`src/sps_pkg.sv`:
```
// package: constants, types and contract list of the serial port block
// Contract
// - Modes 2/3 with address filter: receive flag needs ninth bit 1 and address match.
// - Mode 1 with address filter: receive flag needs valid stop bit and address match.
// - Reception runs only while receive enable is set.
// - Modes 2/3 send the software ninth bit as ninth data bit.
// - Received ninth bit holds ninth bit, or mode 1 stop bit without filter.
// - Transmit flag set after eighth bit in mode 0, else at stop start.
// - Receive flag set after eighth bit in mode 0, else mid stop bit.
// - Mode 0 bit rate is oscillator divided by two.
// - Mode 2 bit rate is oscillator /32, or /16 with baud doubler.
// - Modes 1/3 bit rate is timer overflow rate times 2^doubler over 32.
// - 8-bit reload timer overflows every 256 minus reload clocks.
// - 16-bit reload timer overflows every 65536 minus reload clocks.
// - Mode 0 moves eight bits LSB first on data pin, clock on other pin.
// - Mode 0 buffer write loads a 1 above the byte; drive starts one cycle later.
// - Mode 0 transmit drives data and clock pins, shifting right each falling edge.
// - Zeros enter left; marker beside MSB causes last shift, stop, transmit flag.
// - Mode 0 enable with flag clear loads 1111110 then starts receive stage; the code loads 11111110 (RX0_PRELOAD).
// - Mode 0 receive drives clock, shifts left, new bit sampled at rising edge.
// - Preloaded 0 reaching the left causes last shift, buffer load, receive flag.
// - Mode 1 frame: start 0, eight data bits LSB first, stop 1.
// - Modes 2/3 frame: start 0, eight data bits, ninth bit, stop 1.
// - Modes 1-3 reception begins at a start bit, only with receive enable.
// - Top control bit is framing error when selected, else mode bit; software clears.
package sps_pkg;
	localparam int          ADDR_W       = 8;
	localparam logic [7:0]  OFF_SCTRL    = 8'h00;
	localparam logic [7:0]  OFF_BUF      = 8'h04;
	localparam logic [7:0]  OFF_PWR      = 8'h08;
	localparam logic [7:0]  OFF_TIMER_MODE_REGISTER     = 8'h0C;
	localparam logic [7:0]  OFF_RLD8     = 8'h10;
	localparam logic [7:0]  OFF_RLD16    = 8'h14;
	localparam logic [7:0]  OFF_ADDR     = 8'h18;
	localparam logic [7:0]  SERIAL_CONTROL_RESET   = 8'h00;
	localparam int          PWR_DBL_BIT  = 7;
	localparam int          PWR_FSE_BIT  = 6;
	localparam logic [1:0]  MODE0        = 2'h0;
	localparam logic [1:0]  MODE1        = 2'h1;
	localparam logic [1:0]  MODE2        = 2'h2;
	localparam logic [1:0]  T1_MODE_16   = 2'h1;
	localparam logic [1:0]  T1_MODE_8    = 2'h2;
	localparam logic [7:0]  T1_MAX8      = 8'hFF;
	localparam logic [15:0] T1_MAX16     = 16'hFFFF;
	localparam logic [3:0]  DIV_LAST     = 4'hF;
	localparam logic [3:0]  SMP_A        = 4'h7;
	localparam logic [3:0]  SMP_B        = 4'h8;
	localparam logic [3:0]  SMP_C        = 4'h9;
	localparam logic [3:0]  IDX_NINTH    = 4'h9;
	localparam logic [3:0]  IDX_STOP1    = 4'h9;
	localparam logic [3:0]  IDX_STOP23   = 4'hA;
	localparam logic [7:0]  TX0_MARK     = 8'h01;
	localparam logic [7:0]  RX0_PRELOAD  = 8'hFE;
	localparam int          MC_CLKS      = 1;
	localparam logic [1:0]  HTRANS_NSEQ  = 2'h2;
	typedef struct packed {
		logic mode_bit_high;
		logic mode_bit_low;
		logic address_filter_enable;
		logic receive_enable;
		logic transmit_ninth_bit;
		logic received_ninth_bit;
		logic transmit_flag;
		logic receive_flag;
	} sps_serial_control_t;
	typedef struct packed {
		logic [ADDR_W-1:0] addr;
		logic              write;
		logic              valid;
	} sps_ahb_req_t;
	typedef enum logic [1:0] {TX_IDLE = 2'b00, TX_WAIT = 2'b01, TX_SEND = 2'b11} sps_tx_st_t;
	typedef enum logic [1:0] {
		RX_IDLE = 2'b00, RX_LOAD0 = 2'b01, RX_SHIFT0 = 2'b11, RX_ASYNC = 2'b10
	} sps_rx_st_t;
endpackage

```
`src/sps_serial_port.sv`:
```
// Our own choices: the register offsets and the AHB-Lite interface to the registers.
`timescale 1ns/1ps
// serial port: control register, four modes, bit-rate timer and mode 0 shift logic
module sps_serial_port #(
	parameter int MC_DELAY = sps_pkg::MC_CLKS
) (
	input  logic        clk,
	input  logic        rst_n,
	input  logic        ce,
	input  logic        hsel,
	input  logic [31:0] haddr,
	input  logic [1:0]  htrans,
	input  logic        hwrite,
	input  logic [2:0]  hsize,
	input  logic [31:0] hwdata,
	input  logic        hready,
	output logic        hreadyout,
	output logic        hresp,
	output logic [31:0] hrdata,
	input  logic        port_line_data_in,
	output logic        port_line_data_out,
	output logic        port_line_data_oe,
	output logic        port_line_clock_out
);
	import sps_pkg::*;

	sps_serial_control_t    serial_control;
	sps_ahb_req_t req;
	sps_tx_st_t   tx_st;
	sps_rx_st_t   rx_st;
	logic         framing_error;
	logic         baud_doubler;
	logic         frame_error_select;
	logic [3:0]   timer_mode;
	logic [7:0]   timer_high_reload;
	logic [15:0]  reload16;
	logic [7:0]   given_addr;
	logic [7:0]   bcast_addr;
	logic [7:0]   rbuf;
	logic         rxd_meta;
	logic         rxd;
	logic         rxd_prev;
	logic [1:0]   mode;
	logic         wr_en;
	logic         wr_buf;
	logic [31:0]  rd_mux;
	logic [15:0]  t1cnt;
	logic         t1_ovf;
	logic         osc_half;
	logic         ovf_half;
	logic         tick16;
	logic [3:0]   tx_div;
	logic         bit_tick;
	logic [8:0]   tx_sh;
	logic [3:0]   tx_idx;
	logic [3:0]   tx_cnt;
	logic [3:0]   tx_stop;
	logic         tx_line;
	logic         ti_set_q;
	logic         ph;
	logic         m0_busy;
	logic [7:0]   rx_sh;
	logic         rx_bit;
	logic         rx_skip;
	logic [3:0]   rx_div;
	logic [3:0]   rx_idx;
	logic [1:0]   vote;
	logic         maj;
	logic         rx_ninth;
	logic         addr_ok;
	logic         ri_set_q;
	logic         fe_set_q;
	logic         rb8_load_q;
	logic         rb8_val_q;

	function automatic logic [7:0] rev8(input logic [7:0] v);
		logic [7:0] r;
		r = '0;
		for (int i = 0; i < 8; i++) begin
			r[i] = v[7-i];
		end
		return r;
	endfunction

	// two-flop synchroniser on the data pin, plus edge history
	always_ff @(posedge clk) begin
		if (!rst_n) begin
			rxd_meta <= 1'b1;
			rxd      <= 1'b1;
			rxd_prev <= 1'b1;
		end else if (ce) begin
			rxd_meta <= port_line_data_in;
			rxd      <= rxd_meta;
			rxd_prev <= rxd;
		end
	end

	// bus slave: zero wait states, always okay, stalls while ce is low
	assign hreadyout = ce;
	assign hresp     = 1'b0;
	assign wr_en     = req.valid && req.write && ce;
	assign wr_buf    = wr_en && (req.addr == OFF_BUF);

	// capture the address phase
	always_ff @(posedge clk) begin
		if (!rst_n) begin
			req <= '0;
		end else if (ce && hready) begin
			req.valid <= hsel && (htrans == HTRANS_NSEQ);
			req.write <= hwrite;
			req.addr  <= haddr[ADDR_W-1:0];
		end
	end

	// read decode on the address phase
	always_comb begin
		rd_mux = '0;
		if (haddr[ADDR_W-1:0] == OFF_SCTRL) begin
			rd_mux[7:0] = {frame_error_select ? framing_error : serial_control.mode_bit_high, 7'(serial_control)};
		end else if (haddr[ADDR_W-1:0] == OFF_BUF) begin
			rd_mux[7:0] = rbuf;
		end else if (haddr[ADDR_W-1:0] == OFF_PWR) begin
			rd_mux[PWR_DBL_BIT] = baud_doubler;
			rd_mux[PWR_FSE_BIT] = frame_error_select;
		end else if (haddr[ADDR_W-1:0] == OFF_TIMER_MODE_REGISTER) begin
			rd_mux[7:4] = timer_mode;
		end else if (haddr[ADDR_W-1:0] == OFF_RLD8) begin
			rd_mux[7:0] = timer_high_reload;
		end else if (haddr[ADDR_W-1:0] == OFF_RLD16) begin
			rd_mux[15:0] = reload16;
		end else if (haddr[ADDR_W-1:0] == OFF_ADDR) begin
			rd_mux[15:0] = {bcast_addr, given_addr};
		end
	end

	// read data is registered at the end of the address phase
	always_ff @(posedge clk) begin
		if (!rst_n) begin
			hrdata <= '0;
		end else if (ce && hready && hsel && (htrans == HTRANS_NSEQ) && !hwrite) begin
			hrdata <= rd_mux;
		end
	end

	// configuration registers
	always_ff @(posedge clk) begin
		if (!rst_n) begin
			baud_doubler       <= 1'b0;
			frame_error_select <= 1'b0;
			timer_mode         <= '0;
			timer_high_reload  <= '0;
			reload16           <= '0;
			given_addr         <= '0;
			bcast_addr         <= '0;
		end else if (wr_en) begin
			if (req.addr == OFF_PWR) begin
				baud_doubler       <= hwdata[PWR_DBL_BIT];
				frame_error_select <= hwdata[PWR_FSE_BIT];
			end else if (req.addr == OFF_TIMER_MODE_REGISTER) begin
				timer_mode <= hwdata[7:4];
			end else if (req.addr == OFF_RLD8) begin
				timer_high_reload <= hwdata[7:0];
			end else if (req.addr == OFF_RLD16) begin
				reload16 <= hwdata[15:0];
			end else if (req.addr == OFF_ADDR) begin
				given_addr <= hwdata[7:0];
				bcast_addr <= hwdata[15:8];
			end
		end
	end

	// control register: hardware sets are written last so they win
	always_ff @(posedge clk) begin
		if (!rst_n) begin
			serial_control          <= sps_serial_control_t'(SERIAL_CONTROL_RESET);
			framing_error <= 1'b0;
		end else if (ce) begin
			if (wr_en && (req.addr == OFF_SCTRL)) begin
				// top bit goes to mode or error clear
				serial_control <= sps_serial_control_t'({frame_error_select ? serial_control.mode_bit_high : hwdata[7],
					hwdata[6:0]});
				if (frame_error_select && !hwdata[7]) begin
					framing_error <= 1'b0;
				end
			end
			if (ti_set_q) begin
				serial_control.transmit_flag <= 1'b1;
			end
			if (ri_set_q) begin
				serial_control.receive_flag <= 1'b1;
			end
			if (rb8_load_q) begin
				serial_control.received_ninth_bit <= rb8_val_q;
			end
			if (fe_set_q) begin
				framing_error <= 1'b1;
			end
		end
	end

	// mode select from the two mode bits
	assign mode = {serial_control.mode_bit_high, serial_control.mode_bit_low};

	always_ff @(posedge clk) begin
		if (!rst_n) begin
			t1cnt <= '0;
		end else if (ce) begin
			if (timer_mode[1:0] == T1_MODE_8) begin
				t1cnt <= {8'h00, (t1cnt[7:0] == T1_MAX8) ? timer_high_reload : t1cnt[7:0] + 8'h01};
			end else if (wr_en && (req.addr == OFF_RLD16)) begin
				// new reload restarts the count, so the first period is exact
				t1cnt <= hwdata[15:0];
			end else if (timer_mode[1:0] == T1_MODE_16) begin
				t1cnt <= (t1cnt == T1_MAX16) ? reload16 : t1cnt + 16'h0001;
			end
		end
	end
	assign t1_ovf = ((timer_mode[1:0] == T1_MODE_8) && (t1cnt[7:0] == T1_MAX8))
		|| ((timer_mode[1:0] == T1_MODE_16) && (t1cnt == T1_MAX16));

	// halving stages for the sixteen-times sample tick
	always_ff @(posedge clk) begin
		if (!rst_n) begin
			osc_half <= 1'b0;
			ovf_half <= 1'b0;
		end else if (ce) begin
			osc_half <= !osc_half;
			if (t1_ovf) begin
				ovf_half <= !ovf_half;
			end
		end
	end

	// sample tick is sixteen per bit
	always_comb begin
		if (mode == MODE2) begin
			tick16 = baud_doubler | osc_half;
		end else begin
			tick16 = t1_ovf & (baud_doubler | ovf_half);
		end
	end

	// transmit bit-time divider, free running
	always_ff @(posedge clk) begin
		if (!rst_n) begin
			tx_div <= '0;
		end else if (ce && tick16) begin
			tx_div <= tx_div + 4'h1;
		end
	end
	assign bit_tick = tick16 && (tx_div == DIV_LAST);

	// mode 0 shift clock phase toggles every oscillator clock
	assign m0_busy = (mode == MODE0) && ((tx_st == TX_SEND) || (rx_st == RX_SHIFT0));
	always_ff @(posedge clk) begin
		if (!rst_n) begin
			ph <= 1'b0;
		end else if (ce) begin
			ph <= m0_busy ? !ph : 1'b0;
		end
	end

	assign tx_stop = mode[1] ? IDX_STOP23 : IDX_STOP1;

	// transmitter
	always_ff @(posedge clk) begin
		if (!rst_n) begin
			tx_st    <= TX_IDLE;
			tx_sh    <= '0;
			tx_idx   <= '0;
			tx_cnt   <= '0;
			ti_set_q <= 1'b0;
		end else if (ce) begin
			ti_set_q <= 1'b0;
			case (tx_st)
				TX_IDLE: begin
					if (wr_buf) begin
						// marker or ninth bit above the byte
						tx_sh  <= {mode[1] ? serial_control.transmit_ninth_bit : 1'b1, hwdata[7:0]};
						tx_idx <= '0;
						tx_cnt <= '0;
						tx_st  <= TX_WAIT;
					end
				end
				TX_WAIT: begin
					if (mode == MODE0) begin
						if (tx_cnt == 4'(MC_DELAY - 1)) begin
							tx_st <= TX_SEND;
						end else begin
							tx_cnt <= tx_cnt + 4'h1;
						end
					end else if (bit_tick) begin
						tx_st <= TX_SEND;
					end
				end
				TX_SEND: begin
					if (mode == MODE0) begin
						if (ph) begin
							// shift right, zeros from the left, stop at marker
							tx_sh <= {1'b0, tx_sh[8:1]};
							if (tx_sh[8:1] == TX0_MARK) begin
								tx_st    <= TX_IDLE;
								ti_set_q <= 1'b1;
							end
						end
					end else if (bit_tick) begin
						if (tx_idx == tx_stop) begin
							tx_st <= TX_IDLE;
						end else begin
							tx_idx <= tx_idx + 4'h1;
							if (tx_idx != 4'h0) begin
								tx_sh <= {1'b0, tx_sh[8:1]};
							end
							// flag at start of stop bit
							if (tx_idx + 4'h1 == tx_stop) begin
								ti_set_q <= 1'b1;
							end
						end
					end
				end
				default: tx_st <= TX_IDLE;
			endcase
		end
	end

	// asynchronous line: start 0, data, ninth, stop 1
	assign tx_line = (tx_idx == 4'h0) ? 1'b0 : (tx_idx == tx_stop) ? 1'b1 : tx_sh[0];

	assign port_line_data_oe   = (mode == MODE0) && (tx_st == TX_SEND);
	assign port_line_data_out  = tx_sh[0];
	assign port_line_clock_out = m0_busy ? ph : ((tx_st == TX_SEND) ? tx_line : 1'b1);

	// asynchronous bit vote and address check
	assign maj     = (vote[0] & vote[1]) | (vote[0] & rxd) | (vote[1] & rxd);
	assign addr_ok = (rx_sh == given_addr) || (rx_sh == bcast_addr);

	// receiver
	always_ff @(posedge clk) begin
		if (!rst_n) begin
			rx_st      <= RX_IDLE;
			rx_sh      <= '0;
			rx_bit     <= 1'b1;
			rx_skip    <= 1'b0;
			rx_div     <= '0;
			rx_idx     <= '0;
			vote       <= '0;
			rx_ninth   <= 1'b0;
			rbuf       <= '0;
			ri_set_q   <= 1'b0;
			fe_set_q   <= 1'b0;
			rb8_load_q <= 1'b0;
			rb8_val_q  <= 1'b0;
		end else if (ce) begin
			ri_set_q   <= 1'b0;
			fe_set_q   <= 1'b0;
			rb8_load_q <= 1'b0;
			if (!serial_control.receive_enable) begin
				rx_st <= RX_IDLE;
			end else begin
				case (rx_st)
					RX_IDLE: begin
						// mode 0 start with flag clear
						if ((mode == MODE0) && !serial_control.receive_flag && !ri_set_q
							&& (tx_st == TX_IDLE) && !wr_buf) begin
							rx_sh <= RX0_PRELOAD;
							rx_st <= RX_LOAD0;
						end else if ((mode != MODE0) && rxd_prev && !rxd) begin
							// start bit edge resets the divider
							rx_div <= '0;
							rx_idx <= '0;
							rx_sh  <= '1;
							rx_st  <= RX_ASYNC;
						end
					end
					RX_LOAD0: begin
						rx_skip <= 1'b1;
						rx_st   <= RX_SHIFT0;
					end
					RX_SHIFT0: begin
						// sample on rising edge, shift left on falling edge
						if (!ph) begin
							rx_bit <= rxd;
						end else if (rx_skip) begin
							rx_skip <= 1'b0;
						end else begin
							rx_sh <= {rx_sh[6:0], rx_bit};
							// preloaded zero at the left ends reception
							if (!rx_sh[7]) begin
								rbuf     <= rev8({rx_sh[6:0], rx_bit});
								ri_set_q <= 1'b1;
								rx_st    <= RX_IDLE;
							end
						end
					end
					RX_ASYNC: begin
						if (tick16) begin
							rx_div <= rx_div + 4'h1;
							if ((rx_div == SMP_A) || (rx_div == SMP_B)) begin
								vote <= {vote[0], rxd};
							end
							if (rx_div == SMP_C) begin
								rx_idx <= rx_idx + 4'h1;
								if (rx_idx == 4'h0) begin
									if (maj) begin
										rx_st <= RX_IDLE;
									end
								end else if (rx_idx < IDX_NINTH) begin
									rx_sh <= {maj, rx_sh[7:1]};
								end else if (mode[1] && (rx_idx == IDX_NINTH)) begin
									rx_ninth <= maj;
								end else begin
									// decision halfway through the stop bit
									rx_st    <= RX_IDLE;
									fe_set_q <= !maj;
									if (mode == MODE1) begin
										// filter on stop bit and address
										if (!serial_control.receive_flag && (!serial_control.address_filter_enable
											|| (maj && addr_ok))) begin
											rbuf       <= rx_sh;
											ri_set_q   <= 1'b1;
											// stop bit kept only without filter
											rb8_load_q <= !serial_control.address_filter_enable;
											rb8_val_q  <= maj;
										end
									end else if (!serial_control.receive_flag && (!serial_control.address_filter_enable
										|| (rx_ninth && addr_ok))) begin
										// filter on ninth bit and address
										rbuf       <= rx_sh;
										ri_set_q   <= 1'b1;
										rb8_load_q <= 1'b1;
										rb8_val_q  <= rx_ninth;
									end
								end
							end
						end
					end
					default: rx_st <= RX_IDLE;
				endcase
			end
		end
	end
endmodule

```
`config.mk`:
```
export PLATFORM = sky130hd
export DESIGN_NAME = sps_serial_port
export DESIGN_NICKNAME = d
export VERILOG_FILES = /design/src/sps_pkg.sv /design/src/sps_serial_port.sv
export SDC_FILE = /design/constraint.sdc
export NUM_CORES = 1
export LEC_CHECK = 0
export BUFFER_PORTS_ARGS = -buffer_cell sky130_fd_sc_hd__buf_2
export CAP_MARGIN = 30
export CORE_MARGIN = 3
export CORE_UTILIZATION = 30
export CTS_BUF_LIST = sky130_fd_sc_hd__clkbuf_2 sky130_fd_sc_hd__clkbuf_4 sky130_fd_sc_hd__clkbuf_8
export CTS_CLUSTER_DIAMETER = 50
export DETAILED_ROUTE_END_ITERATION = 12
export GPL_TIMING_DRIVEN = 0
export PLACE_DENSITY = 0.49
export SYNTH_ARGS = -nofsm -noshare
export SYNTH_HDL_FRONTEND = slang
export SYNTH_SLANG_ARGS = --single-unit
export TNS_END_PERCENT = 5
```
`constraint.sdc`:
```
create_clock -name clk -period 2.2 [get_ports clk]
set_input_delay 0.33 -clock clk [delete_from_list [all_inputs] [get_ports clk]]
set_output_delay 0.33 -clock clk [all_outputs]
set_load 0.1 [all_outputs]
```
# Word-level counts from Yosys, hierarchy flattened
# Index checks and enable logic that the tools add are counted.
# W data, S select, Z words.
# op_classes
add_sub_neg	7
mul	0
div_mod_pow	0
magnitude_cmp	1
eq_ne	72
shifts	0
muxes	142
bitwise	17
reduce_logical	95
# ops
cell	count
$mux W8	28
$mux W16	6
$mux W9	6
$mux W1	53
$mux W4	13
$eq A8 B5 Y1 const B	6
$mux W2	23
$ne A3 B3 Y1 const B	13
$ne A2 B2 Y1 const B	17
$eq A8 B4 Y1 const B	4
$pmux W4 S2	4
$reduce_and A10 Y1	3
$logic_and A1 B1 Y1	28
$pmux W8 S3	1
$reduce_bool A2 Y1	12
$add A4 B1 Y4 const B	5
$pmux W9 S2	1
$reduce_and A6 Y1	3
$add A16 B1 Y16 const B	1
$eq A16 B16 Y1 const B	1
$eq A4 B4 Y1 const B	4
$eq A8 B3 Y1 const B	2
$eq A8 B8 Y1	2
$logic_not A8 Y1	2
33 further kinds	96
# totals
reg_bits	162
latch_bits	0
mem_bits_rw	0
romBits	0
output_inout_bits	37
word_cells	380
mem_count	0

# Depth between registers and ports, before layout
# Gate-level depths: netlist of the first run.
# logic_depth
depth_word	15
depth_mapped	9

# Worst setup path after synthesis of the first run
# OpenSTA, ideal clock, no wires.
# synth_path
kind	flip-flop to output port
from	register tx_st[0]
to	output port_line_clock_out
t_arrival_ns	2.084
required_time_ns	1.870
slack_ns	-0.214
stages_incl_launch_ff	8
n_path_buf	2
path_cell_list	dfxtp_1 ha_1 clkbuf_1 buf_1 nor2_1 nor4_1 a31oi_1 o31a_1
# synth_between
elab_chain_len	4
word_cells_on_any_way	5
cone_classes	eq/ne: 1; mux: 2; reduce/logical: 2
# synth_rtl
element	line	text
from (decl)	sps_serial_port.sv:29	sps_tx_st_t tx_st;
from (signal assigned)	sps_serial_port.sv:268	tx_st <= TX_IDLE;
from (signal assigned)	sps_serial_port.sv:282	tx_st <= TX_WAIT;
from (signal assigned)	sps_serial_port.sv:288	tx_st <= TX_SEND;
$eq A2 B2 Y1 (*)	sps_serial_port.sv:254, sps_serial_port.sv:331	
$logic_or A1 B1 Y1	sps_serial_port.sv:254	assign m0_busy = (mode == MODE0) && ((tx_st == TX_SEND) || (rx_st == RX_SHIFT0));
$logic_and A1 B1 Y1	sps_serial_port.sv:254	
$mux W1 (*)	sps_serial_port.sv:331	assign port_line_clock_out = m0_busy ? ph : ((tx_st == TX_SEND) ? tx_line : 1'b1);
to (decl)	sps_serial_port.sv:23	output logic port_line_clock_out
# Every way passes the cells marked *; elsewhere a longest branch is shown, timed or not.

# Worst setup path in the final report of the first run
# layout_path
from	register req[7] (netlist bit)
to	register t1cnt[8]
# layout_between
elab_chain_len	4
word_cells_on_any_way	6
cone_classes	eq/ne: 1; mux: 2; reduce/logical: 3
# layout_rtl
element	line	text
from (decl)	sps_serial_port.sv:28	sps_ahb_req_t req;
$eq A8 B5 Y1 (*)	sps_serial_port.sv:210	end else if (wr_en && (req.addr == OFF_RLD16)) begin
$logic_and A1 B1 Y1 (*)	sps_serial_port.sv:210	
$reduce_bool A3 Y1 (no line) / $mux W16 (equally long branches)	-	
$reduce_and A2 Y1 (no line) / $mux W16 (equally long branches)	-	
to (signal assigned)	sps_serial_port.sv:212	t1cnt <= hwdata[15:0];
to (signal assigned)	sps_serial_port.sv:214	t1cnt <= (t1cnt == T1_MAX16) ? reload16 : t1cnt + 16'h0001;
to (decl)	sps_serial_port.sv:47	logic [15:0] t1cnt;
# Marked as above.
# A chain may end at the register's enable or synchronous reset.

==> impl_metrics.csv, run 1 <==
group,metric,value,unit
worst_setup_path,arrival,2760,ps
synth,synthArstFlopShare,0,
synth,synth.top_cell.area_share,0.361,
synth,synthDistinctLibCells,80,
cells_and_area,multi_input_area,5610,µm²
sta,post-route-min-period,2400,ps
synth,synth_common_cells,"201 x nand2_1, 162 x dfxtp_1, 103 x a21oi_1",
pwr,p_leak,0.00410,µW
cts,cts-buffers-inserted,17,
drt,routedWlPerCell,19.8,µm
cts,cts-hold-fix-buffers,0,
cells_and_area,diodes,0,
floorplan,chipHeight,179,µm
worst_setup_path,critPathCaptureType,"flip-flop",
cells_and_area,regArea,3300,µm²
drt,detail_route.wirelength,32500,µm
outcome,outcome,"finished, violations left",
cts,clkSlewWorstSetupHoldPaths,120,ps
sta,finalHoldViolations,0,
synth,synth-compound-area-share,0.209,
drt,post-route-drc-count,0,
synth,synth_top_family_by_area,"simple AND/OR/NAND/NOR gates",
sta,relSlewSlack,0.412,
sta,worst_pin_slew,883,ps
synth,synth_edf_count,0,
cts,clock_path_buffers,2,
worst_setup_path,cp.required,2560,ps
worst_setup_path,reg2reg_depth,7,
cells_and_area,drive_gt1_frac,0.212,
synth,ys_seq_area_frac,0.361,
cts,htree_levels,4,
grt,antenna_found_initial,1,
sta,fin_worst_skew,26.6,ps
drt,dr.first_iter.drc_count,816,
synth,synth.most_common_cell,"nand2_1",
grt,grt_pass1_vias,8085,
synth,synth-adder-area-share,0.0290,
cts,cts_sinks,162,
sta,setup_viol,73,
synth,synthMuxAreaShare,0.0711,
synth,synth-simple-area-share,0.234,
floorplan,fp-row-count,62,
cells_and_area,area_growth,21.8,%
floorplan,core,29100,µm²
worst_setup_path,r2r_end,"t1cnt[8]",
drt,route.vias.total,8880,
sta,final_max_slew_viol_count,0,
drt,antenna_left,0,
worst_setup_path,ff2ff_setup_slack,-200,ps
cells_and_area,fill_cells,3073,
worst_setup_path,worstSetupEndpoint,"t1cnt[8]",
outcome,violations,"setup timing",
placed_design,hpwl,24000,µm
placed_design,port-buffer-count,51,
drt,firstDrtPassIters,5,
sta,rsz0062_at_grt,"yes",
worst_setup_path,startpoint,"req[7]",
drt,via_per_inst,5.40,
cts,cts_tree,"built",
sta,worst_slack,-202,ps
synth,synthXorXnorAreaFrac,0.0322,
floorplan,dieArea,32000,µm²
synth,ys_top_cells_by_area,"dfxtp_1 36%, nand2_1 8.4%, mux2i_1 6.4%",
sta,holdWs,68.9,ps
cts,root_buffer,"clkbuf_8",
synth,ys_seq_elements,162,
pwr,ir_drop,0.283,mV
worst_setup_path,crit_path_start_kind,"flip-flop",
synth,synth_warnings,0,
grt,grt_pass1_wl,49200,µm
sta,fin_crit_sh,1.09,
floorplan,num_io_pins,113,
cts,clk_latency,500,ps
floorplan,die_w,179,µm
sta,fmax,0.416,GHz
synth,syn-instance-count,1144,
worst_setup_path,crit_fanout,10,
synth,synth_largest_area_cell,"dfxtp_1",
worst_setup_path,critPathKind,"reg2reg",
grt,grt_overflow,0,
sta,fin_tns_setup,-5620,ps
min_path,hold_class,"in2reg",
grt,globalRouteTotalUtil,0.202,
min_path,worstHoldStart,"haddr[7]",
placed_design,gp_congestion,0.927,
synth,netlist_area,8970,µm²
cells_and_area,fin_nets,1343,
synth,syn_area_per_cell,7.85,µm²
grt,grt_max_degree,20,
pwr,power.density,525,nW/µm²
floorplan,start_util,0.309,
run,drv_cap,0,
worst_setup_path,reg2reg_from,"req[7]",
min_path,min_path_cells,3,
synth,ys.flop_type,"dfxtp_1",
-- power breakdown --
| group | switching (µW) | internal [µW] | leakage [µW] | total, µW |
|---|---|---|---|---|
| registers | 11.1 | 2930 | 0.00132 | 2950 |
| logic | 373 | 99.9 | 0.00256 | 473 |
| clock network | 1440 | 888 | 0.000212 | 2330 |
| total | 1820 | 3920 | 0.00410 | 5740 |
-- how the worst min path moves through the flow --
| stage | endpoint | slack [ps] |
|---|---|---|
| after detailed placement | hrdata[7] | 450 |
| after CTS | req[8] | 50 |
| after floorplan | rbuf[6] | 440 |
| after global placement | hrdata[7] | 450 |
| final | req[9] | 70 |
| after global routing | req[9] | 60 |
-- through the flow --
stage / util / cell area (µm²) / setup slack (ps) / std cells / total power, µW
after floorplan: - / 9040 / -116 / 1160 / 3320
after global placement: 0.336 / 9770 / -786 / 1595 / 3470
after detailed placement: 0.336 / 9790 / -774 / 1596 / 3480
after CTS: 0.367 / 10700 / -229 / 1634 / 5800
after global routing: 0.376 / 10900 / -249 / 1644 / 5940
final: 0.376 / 10900 / -202 / 1644 / 5740
-- registers in the layout, summed over array words and instances, names as in the netlist, 6 cells and up --
name and cells:
rbuf 8, t1cnt 16, given_addr 8, req 10
timer_high_reload 8, hrdata 16, reload16 16, serial_control 6
rx_sh 8, bcast_addr 8, tx_sh 9
-- layout by cell type (no fill, tap or decap), types with 18 or more instances in the layout --
| cell | count |
|---|---|
| inv_1 | 39 |
| o21ai_0 | 40 |
| a22oi_1 | 18 |
| clkbuf_1 | 34 |
| dfxtp_1 | 130 |
| xor2_1 | 23 |
| buf_2 | 52 |
| a21oi_1 | 99 |
| dfxtp_2 | 24 |
| nand2_1 | 196 |
| nor2_1 | 88 |
| nand3_1 | 34 |
| mux2i_1 | 56 |
| clkbuf_8 | 19 |
| buf_4 | 40 |
-- per-layer routing --
layer	global-route usage	vias up	wire (µm)
li1	-	4255	-
met5	0	-	0
met3	0.0288	39	2090
met1	0.296	4282	15400
met4	0.0519	0	528
met2	0.309	304	14500
-- cell families (layout without fill, tap and decap cells) --
group,Yosys count,in the layout
mux,63,63
fa+ha+maj,21,21
compound gates,290,290
flops,162,162
buf+inv,127,227
simple gates,447,447
xor+xnor,33,33
other cells,1,17
-- what timing repair did --
item / 4_1_cts / 5_1_grt
pin swaps: 21 / 13
cloned: 1 / 0
endpoints found under the setup margin: 103 / 104
resized for setup: 126 / 59
buffers inserted: 12 / 9
-- critical path: stages, from the launching register on --
cell and delay (ps):
dfxtp_2 340, or4b_4 550, buf_6 150, or4_4 540, clkbuf_16 220, o211ai_1 160
a2bb2oi_1 230, nor2_1 60
-- cell type report --
type / instances / area share
clock inverter: 15 / 0.0166
clock buffer: 17 / 0.0214
sequential: 162 / 0.302
multi-input combinational: 871 / 0.513
tap: 384 / 0.0440
buffer: 80 / 0.0451
timing repair buffer: 75 / 0.0436
inverter: 40 / 0.0137
(Power assumes the default switching activity.)
==> run 2: changes to the inputs <==
ABC_AREA = 1   (was unset)
PLACE_DENSITY = 0.5   (was 0.49)
==> impl_metrics.csv, run 2 <==
group,metric,value,unit
drt,routedWlPerCell,17.1,µm
cts,cts-hold-fix-buffers,0,
worst_setup_path,cp.required,1870,ps
sta,rsz0062_at_grt,"yes",
synth,ys.flop_type,"dfxtp_1",
cts,clk_latency,480,ps
sta,finalHoldViolations,0,
sta,fin_crit_sh,1.05,
synth,synth.most_common_cell,"nand2_1",
placed_design,post-place-cells,1725,
grt,grt_overflow,0,
grt,grt_pass1_wl,46200,µm
cells_and_area,fin_cells,1772,
drt,via_per_inst,4.98,
worst_setup_path,cp_top_family,"buffers and inverters",
sta,worst_slack,-99.4,ps
sta,worst_pin_slew,1020,ps
synth,synthArstFlopShare,0,
outcome,outcome,"finished, violations left",
cells_and_area,multi_input_area,4920,µm²
pwr,p_sw,1670,µW
cells_and_area,fin_nets,1472,
cts,htree_levels,4,
worst_setup_path,critPathSlowestCell,"dfxtp_2",
cts,clock_path_buffers,2,
floorplan,start_util,0.306,
pwr,internal-power,4120,µW
grt,grt_max_degree,17,
pwr,share_comb_of_total_power,0.089,
cells_and_area,regArea,3260,µm²
floorplan,fp-row-count,62,
synth,netlist_area,8830,µm²
worst_setup_path,arrival,1970,ps
sta,final_max_slew_viol_count,0,
cts,clkSlewWorstSetupHoldPaths,90,ps
pwr,swShare,0.289,
synth,ys_seq_area_frac,0.367,
sta,fmax,0.435,GHz
synth,ys_seq_elements,162,
cells_and_area,final_common_cell,"nand2_1",
synth,synth_warnings,0,
pwr,power_frac_seq,0.513,
floorplan,die_w,178,µm
cells_and_area,drive_gt1_frac,0.152,
drt,route.vias.total,8832,
grt,grt_pass1_vias,8129,
cells_and_area,diodes,0,
synth,synth_largest_area_cell,"dfxtp_1",
grt,globalRouteTotalUtil,0.190,
cts,cts_sinks,162,
cells_and_area,mostFrequentLayoutCells,"241 x nand2_1, 156 x dfxtp_1, 142 x inv_1, 142 x nor2_1, 118 x a21oi_1",
sta,post-route-min-period,2300,ps
worst_setup_path,crit_fanout,10,
cells_and_area,area_growth,18.0,%
outcome,violations,"setup timing",
sta,relSlewSlack,0.314,
floorplan,chipHeight,178,µm
drt,detail_route.wirelength,30200,µm
synth,synth_edf_count,0,
placed_design,dpl_cell_area,9630,µm²
synth,syn_area_per_cell,6.93,µm²
min_path,hold_class,"in2reg",
cells_and_area,final_area,10400,µm²
worst_setup_path,critPathBufInv,3,
drt,post-route-drc-count,0,
synth,synth_common_cells,"246 x nand2_1, 162 x dfxtp_1, 151 x nor2_1",
worst_setup_path,critPathKind,"reg2out",
cells_and_area,largestRegisters,"hrdata: 16 flops, reload16: 16 flops, t1cnt: 16 flops",
sta,setup_viol,1,
drt,antenna_left,0,
worst_setup_path,critPathCaptureType,"output pin",
sta,holdWs,86.5,ps
pwr,ir_drop,0.269,mV
floorplan,dieArea,31500,µm²
pwr,power.density,555,nW/µm²
drt,firstDrtPassIters,5,
cts,cts-buffers-inserted,17,
cells_and_area,fill_cells,3148,
pwr,clockPowerShare,0.399,
placed_design,port-buffer-count,52,
placed_design,gp_congestion,0.984,
placed_design,hpwl,22700,µm
pwr,p_leak,0.00422,µW
sta,fin_worst_skew,18.7,ps
worst_setup_path,critPathMaxStageDelay,360,ps
synth,syn-instance-count,1273,
worst_setup_path,crit_path_start_kind,"flip-flop",
run,drv_cap,0,
sta,fin_tns_setup,-99.4,ps
drt,dr.first_iter.drc_count,612,
cts,cts_tree,"built",
pwr,p_total,5790,µW
synth,synth.top_cell.area_share,0.367,
worst_setup_path,crit_chain,"ha_4 > clkbuf_4 > o211ai_1 > o211ai_1 > inv_1 > buf_12",
synth,ys_top_cells_by_area,"dfxtp_1 37%, nand2_1 10%, a21oi_1 6.7%",
grt,antenna_found_initial,0,
cts,root_buffer,"clkbuf_8",
synth,synthDistinctLibCells,52,
floorplan,core,28900,µm²
floorplan,num_io_pins,113,
worst_setup_path,cp_common_cell,"o211ai_1",
[run 2: changes by cell type in the layout (fill, tap and decap cells not counted), sizes merged, moves of 13 or more]
cell,before,now
a22oi,19,0
nand2,201,261
nor2,91,156
clkbuf,63,43
o211ai,7,28
mux2i,57,0
o21ai,53,102
inv,51,159
nor2b,15,0
a211oi,17,39
nand3,38,56
xor2,23,10
a21oi,104,120
[run 2: power by group through the flow]
| stage | sequential (µW) | combinational [µW] | clock [µW] |
|---|---|---|---|
| after CTS | 2970 | 497 | 2340 |
| after detailed placement | 3040 | 493 | 0 |
| final | 2970 | 513 | 2310 |
| after global routing | 2970 | 555 | 2450 |
| after global placement | 3040 | 493 | 0 |
| after floorplan | 3040 | 340 | 0 |
[run 2: worst register-to-register path, stage by stage, from the launching register on]
cell,delay (ps)
dfxtp_4,390
ha_2,180
nand2_1,60
inv_2,80
nand2_2,80
nor2_4,160
nand3_2,110
nand2_4,130
nand2_4,100
nand2_8,100
nand2_4,90
nand3_4,90
nand3b_4,120
buf_8,170
nor2_2,100
nor2_1,50
[run 2: path summary, 6_finish.rpt]
check | slack, ps | end | cells past startpoint | from
worst min-delay path | 90 | rxd_meta | 3 | port_line_data_in
worst max-delay path | -100 | port_line_clock_out | 6 | tx_st[0]
worst max register to register | 90 | tx_sh[0] | 15 | t1cnt[0]
worst min register to register | 460 | req[7] | 2 | req[7]
[run 2: what timing repair did]
item                       4_1_cts  5_1_grt
cloned                           0        0
buffers inserted                 8        9
gates resized for setup         24       52
pin swaps                        7        4
setup endpoints to repair       51       96
[run 2: cells by family (layout without fill, tap and decap cells)]
group / after synthesis / count (layout) / synth area share
flip-flops: 162 / 162 / 0.367
AO/OA/AOI/OAI: 327 / 327 / 0.219
other: 1 / 17 / 0.000425
XOR/XNOR: 24 / 24 / 0.0238
adder cells (fa/ha/maj): 20 / 20 / 0.0284
buffers and inverters: 218 / 317 / 0.104
AND/OR/NAND/NOR: 521 / 521 / 0.257
[run 2: layout make-up]
cell class,count,share of cell area
Clock inverter,13,0.0147
Multi-Input combinational cell,909,0.473
Tap cell,384,0.0461
Sequential cell,162,0.312
Inverter,156,0.0575
Timing Repair Buffer,70,0.0407
Clock buffer,18,0.0238
Buffer,60,0.0322
[run 2: stage by stage]
| stage | util | setup slack [ps] |
|---|---|---|
| 2_1_floorplan | - | 17.3 |
| 3_3_place_gp | 0.334 | -356 |
| 3_5_place_dp | 0.334 | -324 |
| 4_1_cts | 0.352 | -90.3 |
| 5_1_grt | 0.361 | -198 |
| 6_report | 0.361 | -99.4 |
[run 2: layer usage]
layer,track usage,vias to the layer above,wire length (µm)
li1,-,4427,-
met1,0.253,4148,14000
met2,0.317,216,14100
met3,0.0289,41,1350
met4,0.0596,0,781
met5,0,-,0
